==> config.mk <==
export PLATFORM = sky130hd
export DESIGN_NAME = frs_top
export DESIGN_NICKNAME = d
export VERILOG_FILES = /design/src/design/frs_pkg.sv /design/src/design/frs_top.sv /design/src/design/frs_aux_scale.sv /design/src/design/frs_combine.sv
export SDC_FILE = /design/constraint.sdc
export NUM_CORES = 2
export LEC_CHECK = 0
export ABC_AREA = 1
export BUFFER_PORTS_ARGS = -buffer_cell sky130_fd_sc_hd__buf_2
export CAP_MARGIN = 20
export CORE_MARGIN = 1
export CORE_UTILIZATION = 45
export DETAILED_ROUTE_END_ITERATION = 12
export PLACE_DENSITY_LB_ADDON = 0.2
export SETUP_SLACK_MARGIN = 0.5
export SYNTH_ARGS = -nofsm -noshare
export SYNTH_HDL_FRONTEND = slang
export SYNTH_SLANG_ARGS = --single-unit
==> constraint.sdc <==
create_clock -name clk_sys -period 58.2 [get_ports clk_sys]
set_input_delay 5.82 -clock clk_sys [delete_from_list [all_inputs] [get_ports clk_sys]]
set_output_delay 5.82 -clock clk_sys [all_outputs]
set_load 0.01 [all_outputs]
==> src/design/frs_pkg.sv <==
/* frs_pkg: offsets, codes, reset values and scaling of the selector.
   Assumes 0.01 Hz frequency steps and 0.1 % input steps. */
package frs_pkg;
    localparam int FW = 16;
    localparam int SW = 18;
    localparam int AW = 8;

    // byte offsets
    localparam logic [AW-1:0] OFF_INIT     = 8'h00;
    localparam logic [AW-1:0] OFF_CARR_MODE = 8'h04;
    localparam logic [AW-1:0] OFF_CARR_SET = 8'h08;
    localparam logic [AW-1:0] OFF_AUX_SEL  = 8'h0c;
    localparam logic [AW-1:0] OFF_AUX_BASE = 8'h10;
    localparam logic [AW-1:0] OFF_AUX_PCT  = 8'h14;
    localparam logic [AW-1:0] OFF_OVERLAY  = 8'h18;
    localparam logic [AW-1:0] OFF_OFFSET   = 8'h1c;
    localparam logic [AW-1:0] OFF_PRESET   = 8'h20;
    localparam logic [AW-1:0] OFF_MAX_FREQ = 8'h24;
    localparam logic [AW-1:0] OFF_TARGET   = 8'h28;
    localparam logic [AW-1:0] OFF_CARR_EFF = 8'h2c;
    localparam logic [AW-1:0] OFF_RUN_TIME = 8'h30;
    localparam logic [AW-1:0] OFF_PON_TIME = 8'h34;
    localparam logic [AW-1:0] OFF_ENERGY   = 8'h38;
    localparam logic [AW-1:0] OFF_FAULTS   = 8'h3c;
    localparam logic [AW-1:0] OFF_STATUS   = 8'h40;

    // init setting codes
    localparam logic [1:0] INIT_NONE    = 2'h0;
    localparam logic [1:0] INIT_RESTORE = 2'h1;
    localparam logic [1:0] INIT_CLEAR   = 2'h2;

    // carrier codes
    localparam logic [1:0] CARR_FIXED   = 2'h0;
    localparam logic [1:0] CARR_AUTO    = 2'h1;
    localparam logic [1:0] CARR_QUIET   = 2'h2;
    localparam logic [1:0] CARR_MODE_RST = CARR_AUTO;
    localparam logic [7:0] CARR_SET_RST = 8'h50;   // 8.0 kHz in 0.1 kHz steps
    localparam logic [7:0] CARR_MIN     = 8'h05;   // 0.5 kHz floor

    // auxiliary source codes
    localparam logic [3:0] AUX_DIGITAL = 4'h0;
    localparam logic [3:0] AUX_ANA1    = 4'h1;
    localparam logic [3:0] AUX_ANA2    = 4'h2;
    localparam logic [3:0] AUX_MSPEED  = 4'h4;
    localparam logic [3:0] AUX_PID     = 4'h5;
    localparam logic [3:0] AUX_COMM    = 4'h6;
    localparam logic [3:0] AUX_SEQ     = 4'h7;
    localparam logic [3:0] AUX_POT     = 4'h8;
    localparam logic [3:0] AUX_PULSE   = 4'h9;

    // overlay digit codes
    localparam logic [3:0] SEL_X       = 4'h0;
    localparam logic [3:0] SEL_COMB    = 4'h1;
    localparam logic [3:0] SEL_SW_XY   = 4'h2;
    localparam logic [3:0] SEL_SW_XC   = 4'h3;
    localparam logic [3:0] SEL_SW_YC   = 4'h4;
    localparam logic [3:0] OP_SUM      = 4'h0;
    localparam logic [3:0] OP_DIFF     = 4'h1;
    localparam logic [3:0] OP_MAX      = 4'h2;
    localparam logic [3:0] OP_MIN      = 4'h3;

    // scaling
    localparam logic [FW-1:0] PCT_FULL   = 16'h03e8;  // 100.0 % of an input
    localparam logic [7:0]    RANGE_FULL = 8'h64;     // 100 % of the range
    localparam logic [7:0]    RANGE_MAX  = 8'h96;     // 150 %
    localparam logic [FW-1:0] MAX_FREQ_RST = 16'h1388; // 50.00 Hz
    localparam logic [SW-1:0] UPDOWN_STEP  = 18'h00001;
endpackage : frs_pkg

==> src/design/frs_top.sv <==
/* frs_top: selector with APB registers, records and carrier control.
   Assumes all inputs are synchronous to clk_sys. */
// Behaviour
// - value 2 clears faults, times, energy
// - initialization setting returns to zero afterwards
// - carrier mode: 0 fixed, 1 auto, 2 quiet
// - auto mode lowers carrier while heatsink hot
// - auxiliary selector decodes nine channel codes
// - Y alone handled like main X
// - digital Y overlay is up/down increment only
// - analog/pulse 100% maps to configured range as overlay, to maximum frequency as Y alone
// - range base: maximum frequency or main X
// - range percent 0..150, overlay modes only
// - units digit picks target frequency source
// - tens digit picks sum, difference, max, min
// - mode 2: switch terminal picks X or Y
// - mode 3: switch picks X or combined
// - mode 4: switch picks Y or combined
// - max/min compare absolute values
// - offset added to combined result
`timescale 1ns/1ps
`default_nettype none
module frs_top
    import frs_pkg::*;
(
    // clock and reset
    input  wire logic                clk_sys,
    input  wire logic                rst,
    // apb slave
    input  wire logic                psel,
    input  wire logic                penable,
    input  wire logic                pwrite,
    input  wire logic [frs_pkg::AW-1:0] paddr,
    input  wire logic [31:0]         pwdata,
    output logic [31:0]              prdata,
    output logic                     pready,
    output logic                     pslverr,
    // frequency sources
    input  wire logic [frs_pkg::FW-1:0] main_x,
    input  wire logic [frs_pkg::FW-1:0] analog_input_one,
    input  wire logic [frs_pkg::FW-1:0] analog_input_two_or_current,
    input  wire logic [frs_pkg::FW-1:0] pulse_input_terminal,
    input  wire logic [frs_pkg::FW-1:0] mspeed_freq,
    input  wire logic [frs_pkg::FW-1:0] pid_freq,
    input  wire logic [frs_pkg::FW-1:0] comm_freq,
    input  wire logic [frs_pkg::FW-1:0] seq_freq,
    input  wire logic [frs_pkg::FW-1:0] pot_freq,
    // terminals and keys
    input  wire logic                freq_switch,
    input  wire logic                up_step,
    input  wire logic                down_step,
    // record events
    input  wire logic                run_tick,
    input  wire logic                pon_tick,
    input  wire logic [15:0]         energy_inc,
    input  wire logic                fault_event,
    // thermal
    input  wire logic                heatsink_hot,
    // results
    output logic [frs_pkg::SW-1:0]   target_freq,
    output logic [7:0]               carrier_eff,
    output logic                     low_noise
);
    typedef enum logic [2:0] {
        FRS_IDLE    = 3'b001,
        FRS_CLEAR   = 3'b010,
        FRS_RESTORE = 3'b100
    } frs_init_e;

    frs_init_e     state_reg, state_next;
    logic [1:0]    init_reg, init_next;
    logic [1:0]    cmode_reg, cmode_next;
    logic [7:0]    cset_reg, cset_next;
    logic [3:0]    aux_sel_reg, aux_sel_next;
    logic          base_reg, base_next;
    logic [7:0]    rpct_reg, rpct_next;
    logic [3:0]    units_reg, units_next;
    logic [3:0]    tens_reg, tens_next;
    logic [FW-1:0] offset_reg, offset_next;
    logic [FW-1:0] preset_reg, preset_next;
    logic [FW-1:0] maxf_reg, maxf_next;
    logic [SW-1:0] acc_reg, acc_next;
    logic [31:0]   run_reg, run_next;
    logic [31:0]   pon_reg, pon_next;
    logic [31:0]   energy_reg, energy_next;
    logic [15:0]   faults_reg, faults_next;
    logic [SW-1:0] target_reg, target_next;
    logic [7:0]    ceff_reg, ceff_next;
    logic          quiet_reg, quiet_next;
    logic [31:0]   rdata_reg, rdata_next;
    logic          ready_reg, ready_next;
    logic          err_reg, err_next;
    logic          wr_en;
    logic          hit;
    logic [31:0]   rd_val;
    logic [SW-1:0] y_alone;
    logic [SW-1:0] y_super;
    logic [SW-1:0] target_comb;
    logic [7:0]    half_carrier;
    frs_aux_scale u_aux (
        .aux_sel                     (aux_sel_reg),
        .range_base                  (base_reg),
        .range_pct                   (rpct_reg),
        .max_freq                    (maxf_reg),
        .keypad_preset               (preset_reg),
        .updown_acc                  (acc_reg),
        .main_x                      (main_x),
        .analog_input_one            (analog_input_one),
        .analog_input_two_or_current (analog_input_two_or_current),
        .pulse_input_terminal        (pulse_input_terminal),
        .mspeed_freq                 (mspeed_freq),
        .pid_freq                    (pid_freq),
        .comm_freq                   (comm_freq),
        .seq_freq                    (seq_freq),
        .pot_freq                    (pot_freq),
        .y_alone                     (y_alone),
        .y_super                     (y_super)
    );
    frs_combine u_comb (
        .sel_units     (units_reg),
        .sel_tens      (tens_reg),
        .comb_offset   (offset_reg),
        .switch_active (freq_switch),
        .main_x        (main_x),
        .y_alone       (y_alone),
        .y_super       (y_super),
        .target        (target_comb)
    );

    // read decode
    always_comb begin
        hit    = 1'b1;
        rd_val = '0;
        if (paddr == OFF_INIT) begin
            rd_val = 32'(init_reg);
        end else if (paddr == OFF_CARR_MODE) begin
            rd_val = 32'(cmode_reg);
        end else if (paddr == OFF_CARR_SET) begin
            rd_val = 32'(cset_reg);
        end else if (paddr == OFF_AUX_SEL) begin
            rd_val = 32'(aux_sel_reg);
        end else if (paddr == OFF_AUX_BASE) begin
            rd_val = 32'(base_reg);
        end else if (paddr == OFF_AUX_PCT) begin
            rd_val = 32'(rpct_reg);
        end else if (paddr == OFF_OVERLAY) begin
            rd_val = 32'({tens_reg, units_reg});
        end else if (paddr == OFF_OFFSET) begin
            rd_val = 32'(offset_reg);
        end else if (paddr == OFF_PRESET) begin
            rd_val = 32'(preset_reg);
        end else if (paddr == OFF_MAX_FREQ) begin
            rd_val = 32'(maxf_reg);
        end else if (paddr == OFF_TARGET) begin
            rd_val = 32'($signed(target_reg));
        end else if (paddr == OFF_CARR_EFF) begin
            rd_val = 32'(ceff_reg);
        end else if (paddr == OFF_RUN_TIME) begin
            rd_val = run_reg;
        end else if (paddr == OFF_PON_TIME) begin
            rd_val = pon_reg;
        end else if (paddr == OFF_ENERGY) begin
            rd_val = energy_reg;
        end else if (paddr == OFF_FAULTS) begin
            rd_val = 32'(faults_reg);
        end else if (paddr == OFF_STATUS) begin
            rd_val = {acc_reg, 9'h000, freq_switch, heatsink_hot, state_reg};
        end else begin
            hit = 1'b0;
        end
    end

    // apb handshake: one wait state, then registered answer
    always_comb begin
        ready_next = psel & penable & ~ready_reg;
        rdata_next = rdata_reg;
        err_next   = 1'b0;
        if (psel & penable & ~ready_reg) begin
            rdata_next = pwrite ? '0 : rd_val;
            err_next   = ~hit;
        end
        wr_en = psel & penable & ready_reg & pwrite & ~err_reg;
    end

    // configuration, sequencer and counters
    always_comb begin
        state_next   = state_reg;
        init_next    = init_reg;
        cmode_next   = cmode_reg;
        cset_next    = cset_reg;
        aux_sel_next = aux_sel_reg;
        base_next    = base_reg;
        rpct_next    = rpct_reg;
        units_next   = units_reg;
        tens_next    = tens_reg;
        offset_next  = offset_reg;
        preset_next  = preset_reg;
        maxf_next    = maxf_reg;
        acc_next     = acc_reg;
        run_next     = run_reg + 32'(run_tick);
        pon_next     = pon_reg + 32'(pon_tick);
        energy_next  = energy_reg + 32'(energy_inc);
        faults_next  = faults_reg + 16'(fault_event);
        if (up_step & ~down_step & ($signed(acc_reg) < $signed({2'b00, maxf_reg}))) begin
            acc_next = acc_reg + UPDOWN_STEP;
        end else if (down_step & ~up_step
                     & ($signed(acc_reg) > -$signed({2'b00, maxf_reg}))) begin
            acc_next = acc_reg - UPDOWN_STEP;
        end
        if (wr_en) begin
            if (paddr == OFF_INIT) begin
                init_next = pwdata[1:0];
            end else if (paddr == OFF_CARR_MODE) begin
                if (pwdata <= 32'(CARR_QUIET)) cmode_next = pwdata[1:0];
            end else if (paddr == OFF_CARR_SET) begin
                cset_next = pwdata[7:0];
            end else if (paddr == OFF_AUX_SEL) begin
                aux_sel_next = pwdata[3:0];
            end else if (paddr == OFF_AUX_BASE) begin
                base_next = pwdata[0];
            end else if (paddr == OFF_AUX_PCT) begin
                rpct_next = (pwdata > 32'(RANGE_MAX)) ? RANGE_MAX : pwdata[7:0];
            end else if (paddr == OFF_OVERLAY) begin
                units_next = pwdata[3:0];
                tens_next  = pwdata[7:4];
            end else if (paddr == OFF_OFFSET) begin
                offset_next = pwdata[FW-1:0];
            end else if (paddr == OFF_PRESET) begin
                preset_next = pwdata[FW-1:0];
            end else if (paddr == OFF_MAX_FREQ) begin
                maxf_next = pwdata[FW-1:0];
            end
        end
        case (state_reg)
            FRS_IDLE: begin
                if (init_reg == INIT_CLEAR) state_next = FRS_CLEAR;
                else if (init_reg == INIT_RESTORE) state_next = FRS_RESTORE;
            end
            FRS_CLEAR: begin
                // a tick in the clear cycle is kept
                run_next    = 32'(run_tick);
                pon_next    = 32'(pon_tick);
                energy_next = 32'(energy_inc);
                faults_next = 16'(fault_event);
                init_next   = INIT_NONE;
                state_next  = FRS_IDLE;
            end
            FRS_RESTORE: begin
                cmode_next   = CARR_MODE_RST;
                cset_next    = CARR_SET_RST;
                aux_sel_next = AUX_DIGITAL;
                base_next    = 1'b0;
                rpct_next    = RANGE_FULL;
                units_next   = SEL_X;
                tens_next    = OP_SUM;
                offset_next  = '0;
                preset_next  = MAX_FREQ_RST;
                maxf_next    = MAX_FREQ_RST;
                acc_next     = '0;
                init_next    = INIT_NONE;
                state_next   = FRS_IDLE;
            end
            default: state_next = FRS_IDLE;
        endcase
    end

    // outputs
    always_comb begin
        target_next  = target_comb;
        half_carrier = {1'b0, cset_reg[7:1]};
        quiet_next   = (cmode_reg == CARR_QUIET);
        if ((cmode_reg == CARR_AUTO) && heatsink_hot) begin
            ceff_next = (half_carrier < CARR_MIN) ? CARR_MIN : half_carrier;
        end else begin
            ceff_next = cset_reg;
        end
    end

    always_ff @(posedge clk_sys or posedge rst) begin
        if (rst) begin
            state_reg   <= FRS_IDLE;
            init_reg    <= INIT_NONE;
            cmode_reg   <= CARR_MODE_RST;
            cset_reg    <= CARR_SET_RST;
            aux_sel_reg <= AUX_DIGITAL;
            base_reg    <= 1'b0;
            rpct_reg    <= RANGE_FULL;
            units_reg   <= SEL_X;
            tens_reg    <= OP_SUM;
            offset_reg  <= '0;
            preset_reg  <= MAX_FREQ_RST;
            maxf_reg    <= MAX_FREQ_RST;
            acc_reg     <= '0;
            run_reg     <= '0;
            pon_reg     <= '0;
            energy_reg  <= '0;
            faults_reg  <= '0;
            target_reg  <= '0;
            ceff_reg    <= CARR_SET_RST;
            quiet_reg   <= 1'b0;
            rdata_reg   <= '0;
            ready_reg   <= 1'b0;
            err_reg     <= 1'b0;
        end else begin
            state_reg   <= state_next;
            init_reg    <= init_next;
            cmode_reg   <= cmode_next;
            cset_reg    <= cset_next;
            aux_sel_reg <= aux_sel_next;
            base_reg    <= base_next;
            rpct_reg    <= rpct_next;
            units_reg   <= units_next;
            tens_reg    <= tens_next;
            offset_reg  <= offset_next;
            preset_reg  <= preset_next;
            maxf_reg    <= maxf_next;
            acc_reg     <= acc_next;
            run_reg     <= run_next;
            pon_reg     <= pon_next;
            energy_reg  <= energy_next;
            faults_reg  <= faults_next;
            target_reg  <= target_next;
            ceff_reg    <= ceff_next;
            quiet_reg   <= quiet_next;
            rdata_reg   <= rdata_next;
            ready_reg   <= ready_next;
            err_reg     <= err_next;
        end
    end

    assign prdata      = rdata_reg;
    assign pready      = ready_reg;
    assign pslverr     = err_reg;
    assign target_freq = target_reg;
    assign carrier_eff = ceff_reg;
    assign low_noise   = quiet_reg;
endmodule : frs_top
`default_nettype wire

==> src/design/frs_aux_scale.sv <==
/* frs_aux_scale: picks source Y and scales it alone and as an overlay.
   Assumes steady inputs and legal range settings. */
`timescale 1ns/1ps
`default_nettype none
module frs_aux_scale
    import frs_pkg::*;
(
    // settings
    input  wire logic [3:0]    aux_sel,
    input  wire logic          range_base,
    input  wire logic [7:0]    range_pct,
    input  wire logic [FW-1:0] max_freq,
    input  wire logic [FW-1:0] keypad_preset,
    input  wire logic [SW-1:0] updown_acc,
    // sources
    input  wire logic [FW-1:0] main_x,
    input  wire logic [FW-1:0] analog_input_one,
    input  wire logic [FW-1:0] analog_input_two_or_current,
    input  wire logic [FW-1:0] pulse_input_terminal,
    input  wire logic [FW-1:0] mspeed_freq,
    input  wire logic [FW-1:0] pid_freq,
    input  wire logic [FW-1:0] comm_freq,
    input  wire logic [FW-1:0] seq_freq,
    input  wire logic [FW-1:0] pot_freq,
    // results
    output logic [SW-1:0]      y_alone,
    output logic [SW-1:0]      y_super
);
    logic [FW-1:0] pct;
    logic          is_pct;
    logic [SW-1:0] fixed;
    logic [47:0]   prod_alone;
    logic [47:0]   prod_super;
    logic [FW-1:0] base;

    always_comb begin
        pct    = '0;
        is_pct = 1'b0;
        fixed  = '0;
        case (aux_sel)
            AUX_DIGITAL: fixed = $signed({2'b00, keypad_preset}) + $signed(updown_acc);
            AUX_ANA1: begin
                pct    = analog_input_one;
                is_pct = 1'b1;
            end
            AUX_ANA2: begin
                pct    = analog_input_two_or_current;
                is_pct = 1'b1;
            end
            AUX_PULSE: begin
                pct    = pulse_input_terminal;
                is_pct = 1'b1;
            end
            AUX_MSPEED: fixed = {2'b00, mspeed_freq};
            AUX_PID:    fixed = {2'b00, pid_freq};
            AUX_COMM:   fixed = {2'b00, comm_freq};
            AUX_SEQ:    fixed = {2'b00, seq_freq};
            AUX_POT:    fixed = {2'b00, pot_freq};
            default:    fixed = '0;
        endcase
        base       = range_base ? main_x : max_freq;
        prod_alone = (48'(pct) * 48'(max_freq)) / 48'(PCT_FULL);
        prod_super = (48'(pct) * 48'(base) * 48'(range_pct))
                     / (48'(PCT_FULL) * 48'(RANGE_FULL));
        y_alone = is_pct ? prod_alone[SW-1:0] : fixed;
        if (aux_sel == AUX_DIGITAL) begin
            y_super = updown_acc;
        end else if (is_pct) begin
            y_super = prod_super[SW-1:0];
        end else begin
            y_super = fixed;
        end
    end
endmodule : frs_aux_scale
`default_nettype wire

==> src/design/frs_combine.sv <==
/* frs_combine: combines X and Y, adds the offset, picks the target.
   Assumes X is non-negative; Y may be signed. */
`timescale 1ns/1ps
`default_nettype none
module frs_combine
    import frs_pkg::*;
(
    // settings
    input  wire logic [3:0]    sel_units,
    input  wire logic [3:0]    sel_tens,
    input  wire logic [FW-1:0] comb_offset,
    input  wire logic          switch_active,
    // operands
    input  wire logic [FW-1:0] main_x,
    input  wire logic [SW-1:0] y_alone,
    input  wire logic [SW-1:0] y_super,
    // result
    output logic [SW-1:0]      target
);
    logic [SW-1:0] x_s;
    logic [SW-1:0] op_res;
    logic [SW-1:0] comb;
    logic [SW-1:0] ay;

    function automatic logic [SW-1:0] absval(input logic [SW-1:0] v);
        absval = v[SW-1] ? SW'(-$signed(v)) : v;
    endfunction : absval

    always_comb begin
        x_s = {2'b00, main_x};
        ay  = absval(y_super);
        case (sel_tens)
            OP_SUM:  op_res = x_s + y_super;
            OP_DIFF: op_res = x_s - y_super;
            OP_MAX:  op_res = (x_s >= ay) ? x_s : y_super;
            OP_MIN:  op_res = (x_s <= ay) ? x_s : y_super;
            default: op_res = x_s + y_super;
        endcase
        comb = op_res + {2'b00, comb_offset};
        case (sel_units)
            SEL_X:     target = x_s;
            SEL_COMB:  target = comb;
            SEL_SW_XY: target = switch_active ? y_alone : x_s;
            SEL_SW_XC: target = switch_active ? comb : x_s;
            SEL_SW_YC: target = switch_active ? comb : y_alone;
            default:   target = x_s;
        endcase
    end
endmodule : frs_combine
`default_nettype wire

=== After elaboration in Yosys (flattened, before gate mapping) ===
Index checks and enable logic that the tools add are counted.

* Bits in registers: 275
* Input bits: 212
* Output and inout bits: 61
* Word-level logic and storage cells: 287

* Add/subtract/negate cells: 12
* Multipliers: 3
* Divide/modulo/power cells: 2
* $lt $le $gt $ge: 7
* Equal/unequal tests: 48
* Mux-type cells: 149
* Bitwise gates (word level): 14
* Reductions and logical operators: 29

{| class="wikitable"
|+ Operators by type and width
! operator !! number
|-
| $mux 32 || 21
|-
| $mux 16 || 35
|-
| $mux 18 || 12
|-
| $mux 8 || 15
|-
| $pmux 18 s6 || 1
|-
| $mux 4 || 24
|-
| $pmux 18 s4 || 1
|-
| $add 32x1->32 || 2
|-
| $eq 8x6->1 const B || 8
|-
| $mul 16x16->32 || 2
|-
| $pmux 18 s3 || 1
|-
| $div 32x10->48 const B || 1
|-
| $div 40x17->48 const B || 1
|-
| $pmux 16 s3 || 1
|-
| $mul 32x8->40 || 1
|-
| $add 32x16->32 || 1
|-
| $eq 8x5->1 const B || 4
|-
| $gt 32x8->1 const B || 1
|-
| $le 32x2->1 const B || 1
|-
| $mux 1 || 26
|-
| $reduce_bool 2->1 || 13
|-
| $eq 4x2->1 const B || 5
|-
| $eq 4x3->1 const B || 5
|-
| $add 16x18->18 || 1
|-
| 45 further kinds || 81
|}

=== Longest topological paths before layout ===
* Depth in word-level cells: 20
* Depth in mapped cells: 304
* Gate-level depth less buffers: 297

=== Cells and area by module ===
Synthesis repeated with hierarchy kept, for this count alone.

* Cells, all modules: 9401
* Area total of the unflattened synthesis: 63210.6 sq um

{| class="wikitable"
|+ By module, submodules not included
! module !! times used !! cells an instance !! area an instance (sq um) !! seq. area each (sq um)
|-
| frs_aux_scale || 1 || 6609 || 43063.8 || 0.0
|-
| frs_top || 1 || 2123 || 16448.3 || 6905.4
|-
| frs_combine || 1 || 669 || 3698.5 || 0.0
|}

=== Worst setup path before layout ===
OpenSTA, ideal clock, no wires.

* Kind: input -> register
* Start: input main_x[3] in the netlist's numbering
* End: register target_reg[16], in the netlist target_freq[16]
* Setup time: 0.117 ns
* Arrival: 37.753 ns
* Data required time: 58.083 ns
* Slack: 20.329 ns
* Stages: 269
* Path buffers: 19
* Cells stage by stage: nand2_1 o21ai_1 clkbuf_1 nand2_1 fa_1 inv_1 fa_1 ha_1 fa_1 inv_1 fa_1 fa_1 inv_1 ha_1 nand2_1 o21ai_0 inv_1 o21ai_0 [233 not listed] nand2_1 a21oi_1 o21bai_1 a21oi_1 o21bai_1 a21oi_1 nor2_1 nor2_1 inv_1 a21oi_1 o21ai_0 a21oi_1 o21bai_1 a21oi_1 o21ai_0 or2_1 nand3_1 nand2_1

* Word-level cells in the longest chain between the ends: 14
* Elaborated cells between the ends (all ways): 19
* Classes of those cells: 4 x add/sub; 2 x mul; 1 x div; 2 x order compare; 10 x mux

{| class="wikitable"
|+ Ends and longest elaborated chain
! element !! RTL line !! source
|-
| start, declared || frs_top.sv:39 || <nowiki>input wire logic [frs_pkg::FW-1:0] main_x,</nowiki>
|-
| $mux 16 || frs_aux_scale.sv:61 || <nowiki>base = range_base ? main_x : max_freq;</nowiki>
|-
| $mul 16x16->32 || frs_aux_scale.sv:63 || <nowiki>prod_super = (48'(pct) * 48'(base) * 48'(range_pct))</nowiki>
|-
| $mul 32x8->40 || frs_aux_scale.sv:63 ||
|-
| $div 40x17->48 || frs_aux_scale.sv:64 || <nowiki>/ (48'(PCT_FULL) * 48'(RANGE_FULL));</nowiki>
|-
| $mux 18 || frs_aux_scale.sv:68 || <nowiki>end else if (is_pct) begin</nowiki>
|-
| $mux 18 || frs_aux_scale.sv:66 || <nowiki>if (aux_sel == AUX_DIGITAL) begin</nowiki>
|-
| $neg 18->18 || frs_combine.sv:26 || <nowiki>absval = v[SW-1] ? SW'(-$signed(v)) : v;</nowiki>
|-
| $mux 18 || frs_combine.sv:26 ||
|-
| $le 16x18->1 or $ge 16x18->1 (tied branches) || frs_combine.sv:36, frs_combine.sv:35 ||
|-
| $mux 18, on equally long branches || frs_combine.sv:36, frs_combine.sv:35 ||
|-
| $pmux 18 s3 (*) || frs_combine.sv:32 || <nowiki>case (sel_tens)</nowiki>
|-
| $add 18x16->18 (*) || frs_combine.sv:39 || <nowiki>comb = op_res + {2'b00, comb_offset};</nowiki>
|-
| $mux 18, on equally long branches || frs_combine.sv:45, frs_combine.sv:44 ||
|-
| $pmux 18 s4 (*) || frs_combine.sv:40 || <nowiki>case (sel_units)</nowiki>
|-
| named net target_comb[16] || frs_top.sv:98 || <nowiki>logic [SW-1:0] target_comb;</nowiki>
|-
| end signal, assigned || frs_top.sv:322 || <nowiki>target_reg <= target_next;</nowiki>
|-
| end, declared || frs_top.sv:87 || <nowiki>logic [SW-1:0] target_reg, target_next;</nowiki>
|}

The timed path passes the listed nets; every way through them passes the cells marked *.
A chain may end at the register's enable or synchronous reset.

=== Final worst setup path ===
* Start: input analog_input_two_or_current[4] in the netlist's numbering
* End: register target_reg[14], in the netlist target_freq[14]

* Word-level cells in the longest chain between the ends: 14
* Elaborated cells between the ends (all ways): 23
* Classes of those cells: 4 x add/sub; 3 x mul; 2 x div; 2 x order compare; 12 x mux

{| class="wikitable"
|+ Ends and longest elaborated chain
! element !! RTL line !! source
|-
| start, declared || frs_top.sv:41 || <nowiki>input wire logic [frs_pkg::FW-1:0] analog_input_two_or_current,</nowiki>
|-
| $pmux 16 s3 (*) || frs_aux_scale.sv:40 || <nowiki>case (aux_sel)</nowiki>
|-
| $mul 16x16->32 || frs_aux_scale.sv:63 ||
|-
| $mul 32x8->40 || frs_aux_scale.sv:63 ||
|-
| $div 40x17->48 || frs_aux_scale.sv:64 ||
|-
| $mux 18 || frs_aux_scale.sv:68 ||
|-
| $mux 18 || frs_aux_scale.sv:66 ||
|-
| $neg 18->18 || frs_combine.sv:26 ||
|-
| $mux 18 || frs_combine.sv:26 ||
|-
| $le 16x18->1 or $ge 16x18->1 (tied branches) || frs_combine.sv:36, frs_combine.sv:35 ||
|-
| $mux 18, on equally long branches || frs_combine.sv:36, frs_combine.sv:35 ||
|-
| $pmux 18 s3 || frs_combine.sv:32 ||
|-
| $add 18x16->18 || frs_combine.sv:39 ||
|-
| $mux 18, on equally long branches || frs_combine.sv:45, frs_combine.sv:44 ||
|-
| $pmux 18 s4 (*) || frs_combine.sv:40 ||
|-
| named net target_comb[14] || frs_top.sv:98 ||
|}

Marks and branches as above.

==> results.md <==
- Fraction of final layout cells sized beyond drive strength 1: 0.136
- Largest fanout of any net on the critical path: 32
- Ranking of synthesized cells by area: sky130_fd_sc_hd__fa_1 18%, sky130_fd_sc_hd__nand2_1 14%, sky130_fd_sc_hd__inv_1 10%, sky130_fd_sc_hd__dfrtp_1 10%, sky130_fd_sc_hd__ha_1 8.2%
- Met3 Resource Use GR: 0.0338
- RSZ-0062 raised after global routing: no
- Antenna violations before repair: 17
- Maximum clock insertion buffer count: 3
- XOR/XNOR share of the synthesized area: 0.0350
- Detailed-route DRC error count: 0
- Number of design-rule violations left by the first detailed-router iteration: 4700
- TritonCTS clock tree: done
- Register clock-pin slew on the reported worst setup and hold paths: 0.07 ns
- Vias: 59700
- Final Hold Slack: 0.466 ns
- Multiplexer fraction of the synthesized cell area: 0
- Fill count: 14000
- Overflow left after global routing: 0
- Top-level I/O count: 273
- Drt wl/cell: 18.3 um
- Number of stages on the worst hold path: 1
- Number of failing setup endpoints in the final timing report: 0
- Critical Path Source Type: primary input
- Root Buffer: sky130_fd_sc_hd__clkbuf_16
- R2R Path End: target_freq[14]
- Leading post-synthesis cells by instance count: 2266 x sky130_fd_sc_hd__nand2_1, 1721 x sky130_fd_sc_hd__inv_1, 717 x sky130_fd_sc_hd__nor2_1, 573 x sky130_fd_sc_hd__fa_1, 534 x sky130_fd_sc_hd__nand3_1
- Core footprint: 0.137 mm2
- Routed wire length: 204000 um
- Syn_nets: 10400
- 1st-pass router iterations: 6
- # rows: 136
- Slowest stage cell, crit path: sky130_fd_sc_hd__xor2_1
- Number of instances in the synthesized netlist: 9176
- Clock latency of the later-clocked register in the worst-skew pair: 0.58 ns
- Average instance area after synthesis: 6.78 um2
- Routability Congestion: 1.01
- Share of the synthesized area in the top cell type: 0.184
- Combined global-route utilization of all metal layers: 0.288
- Met1 Use GR: 0.391
- Count of buffers inserted at the top-level ports: 272
- Crit path setup slack, layout: 14.22 ns
- Synth Area in Compound Gates: 0.115
- Number of distinct library cells after synthesis: 87
- Total of hold buffers inserted after clock tree synthesis: 0
- Global-route wire length before repair: 323000 um
- Timing-limited maximum frequency: 22.7 MHz
- Post-route antenna net violation count: 0
- Worst hold path type: reg -> reg
- Setup slack of the most critical reg-to-reg path: 17.58 ns
- Total die area: 0.140 mm2
- Post-synthesis cell area: 0.0622 mm2
- Sequential cell area fraction in the yosys report: 0.111
- Initial core utilization: 0.453
- Number of global-route vias before repair: 58100
- Leading area contributor after synthesis: sky130_fd_sc_hd__fa_1
- CP Capture Type: flip-flop
- Most used routing layer: met2
- Top flip-flop cell by instance count after synthesis: sky130_fd_sc_hd__dfrtp_1
- Area used by sequential logic in the layout: 0.00691 mm2
- Post-synthesis register bit count: 275
- Critical Setup Path Class: in -> reg
- Async set-or-reset flop fraction in the synthesized netlist: 1.00
- HPWL after detailed placement: 168000 um
- Post-CTS sizing: 0
- Number of buffers inserted during clock tree synthesis: 30
- Total number of yosys warnings: 0
- Cell with the most instances after synthesis: sky130_fd_sc_hd__nand2_1
- Cell with the most instances on the worst path: sky130_fd_sc_hd__nand2_1
- Critical Path AT: 44.40 ns
- TritonCTS Sinks: 275
- Post-detailed-placement cell area: 0.0651 mm2
- Postcts setup bufs: 0
- Met2 Use GR: 0.478
- Avg Vias per Cell: 5.36
- Die H: 374 um
- Adder and majority cell fraction of the synthesized area: 0.266
- Combinational family with the most area after synthesis: simple AND/OR/NAND/NOR gates
- Final design area excluding fillers: 0.0662 mm2
- Total area of multi-input combinational cells: 0.0471 mm2
- Accumulated negative setup slack: 0 ns
- Final cycle utilization of the critical path: 0.756
- Pin count of the biggest net entering global routing: 99
- Die Wd: 374 um
- Run status: finished, final reports clean
- Count of flip-flops with a built-in enable after synthesis: 0
- Layout overhead on the synthesized area: 6.43%
- Cell count of the worst reg-to-reg path: 246
- Relative slew slack: 0.234
- Max_cap viols: 0
- Number of pins exceeding their max-slew limit in the final report: 0
- Critical path's largest stage delay: 0.65 ns
- H-tree Lvls: 1
- Worst Max-Slew Pin Slew: 1.15 ns
- Simple-gate share of the synthesized area: 0.339
- Final nets: 10500
- Period minus WS final: 43.98 ns
- Final Hold Violating Endpoints: 0
- Startpoint of the most critical register-to-register path: aux_sel_reg[3]
- Endpoint of the worst hold-timing path: energy_reg[29]
- Post-placement setup slack: 13.49 ns
- Required @ worst endpoint: 58.63 ns
- Skew final: 0.0143 ns
- Worst hold start: energy_reg[29]
cell type report:
type | instances | area share
Antenna cell | 7 | 0.000264
Clock inverter | 15 | 0.00287
Sequential cell | 275 | 0.104
Inverter | 1818 | 0.105
Multi-Input combinational cell | 6832 | 0.711
Tap cell | 1794 | 0.0339
Clock buffer | 41 | 0.0130
Timing Repair Buffer | 358 | 0.0303
worst max-delay path: cells and delay by family:
kind	cells	cell delay, ns
adders and majority gates	16	6.60
buffers and inverters	23	2.19
AOI/OAI and AO/OA	41	7.63
xor gates and xnor gates	6	1.90
and+or+nand+nor	158	20.06
logic make-up (layout without fill, tap and decap cells):
family	after synthesis	count (layout)
AND/OR/NAND/NOR	4427	4427
buffers and inverters	2069	2232
AO/OA/AOI/OAI	1180	1180
adder cells (fa/ha/maj)	979	979
flip-flops	275	275
XOR/XNOR	246	246
other	0	7
worst max-delay path by stage:
stage	slack [ns]	start	to
finish	14.22	analog_input_two_or_current[4]	target_freq[14]
detailed placement	13.49	main_x[3]	target_freq[14]
floorplan	20.33	main_x[3]	target_freq[16]
CTS	14.02	main_x[3]	target_freq[14]
global placement	14.58	main_x[3]	target_freq[14]
global route	10.52	analog_input_two_or_current[4]	target_freq[16]
routing by layer:
layer	vias to the layer above	wire [um]
li1	28800	-
met1	28600	88800
met2	1958	93700
met3	313	14200
met4	12	7400
met5	-	69
metrics by stage:
step | cells | utilization
after global routing | 11100 | 0.482
after CTS | 11100 | 0.482
after detailed placement | 11100 | 0.474
after floorplan | 9176 | -
after global placement | 11100 | 0.474
final | 11100 | 0.482
cell usage in the layout (no fill, tap or decap), types with 201 or more instances in the layout:
| master | count |
|---|---|
| sky130_fd_sc_hd__nand2_2 | 275 |
| sky130_fd_sc_hd__xor2_1 | 201 |
| sky130_fd_sc_hd__fa_1 | 573 |
| sky130_fd_sc_hd__nand2_1 | 2266 |
| sky130_fd_sc_hd__ha_1 | 406 |
| sky130_fd_sc_hd__nand3_1 | 534 |
| sky130_fd_sc_hd__nor2_1 | 712 |
| sky130_fd_sc_hd__o21ai_0 | 397 |
| sky130_fd_sc_hd__dfrtp_1 | 256 |
| sky130_fd_sc_hd__inv_1 | 1720 |
| sky130_fd_sc_hd__buf_2 | 272 |
| sky130_fd_sc_hd__a21oi_1 | 351 |
| sky130_fd_sc_hd__nand2_4 | 201 |
Power is left out: the tool's default activity adds up to more than one toggle a clock period on the data nets, which glitch-free logic cannot reach.
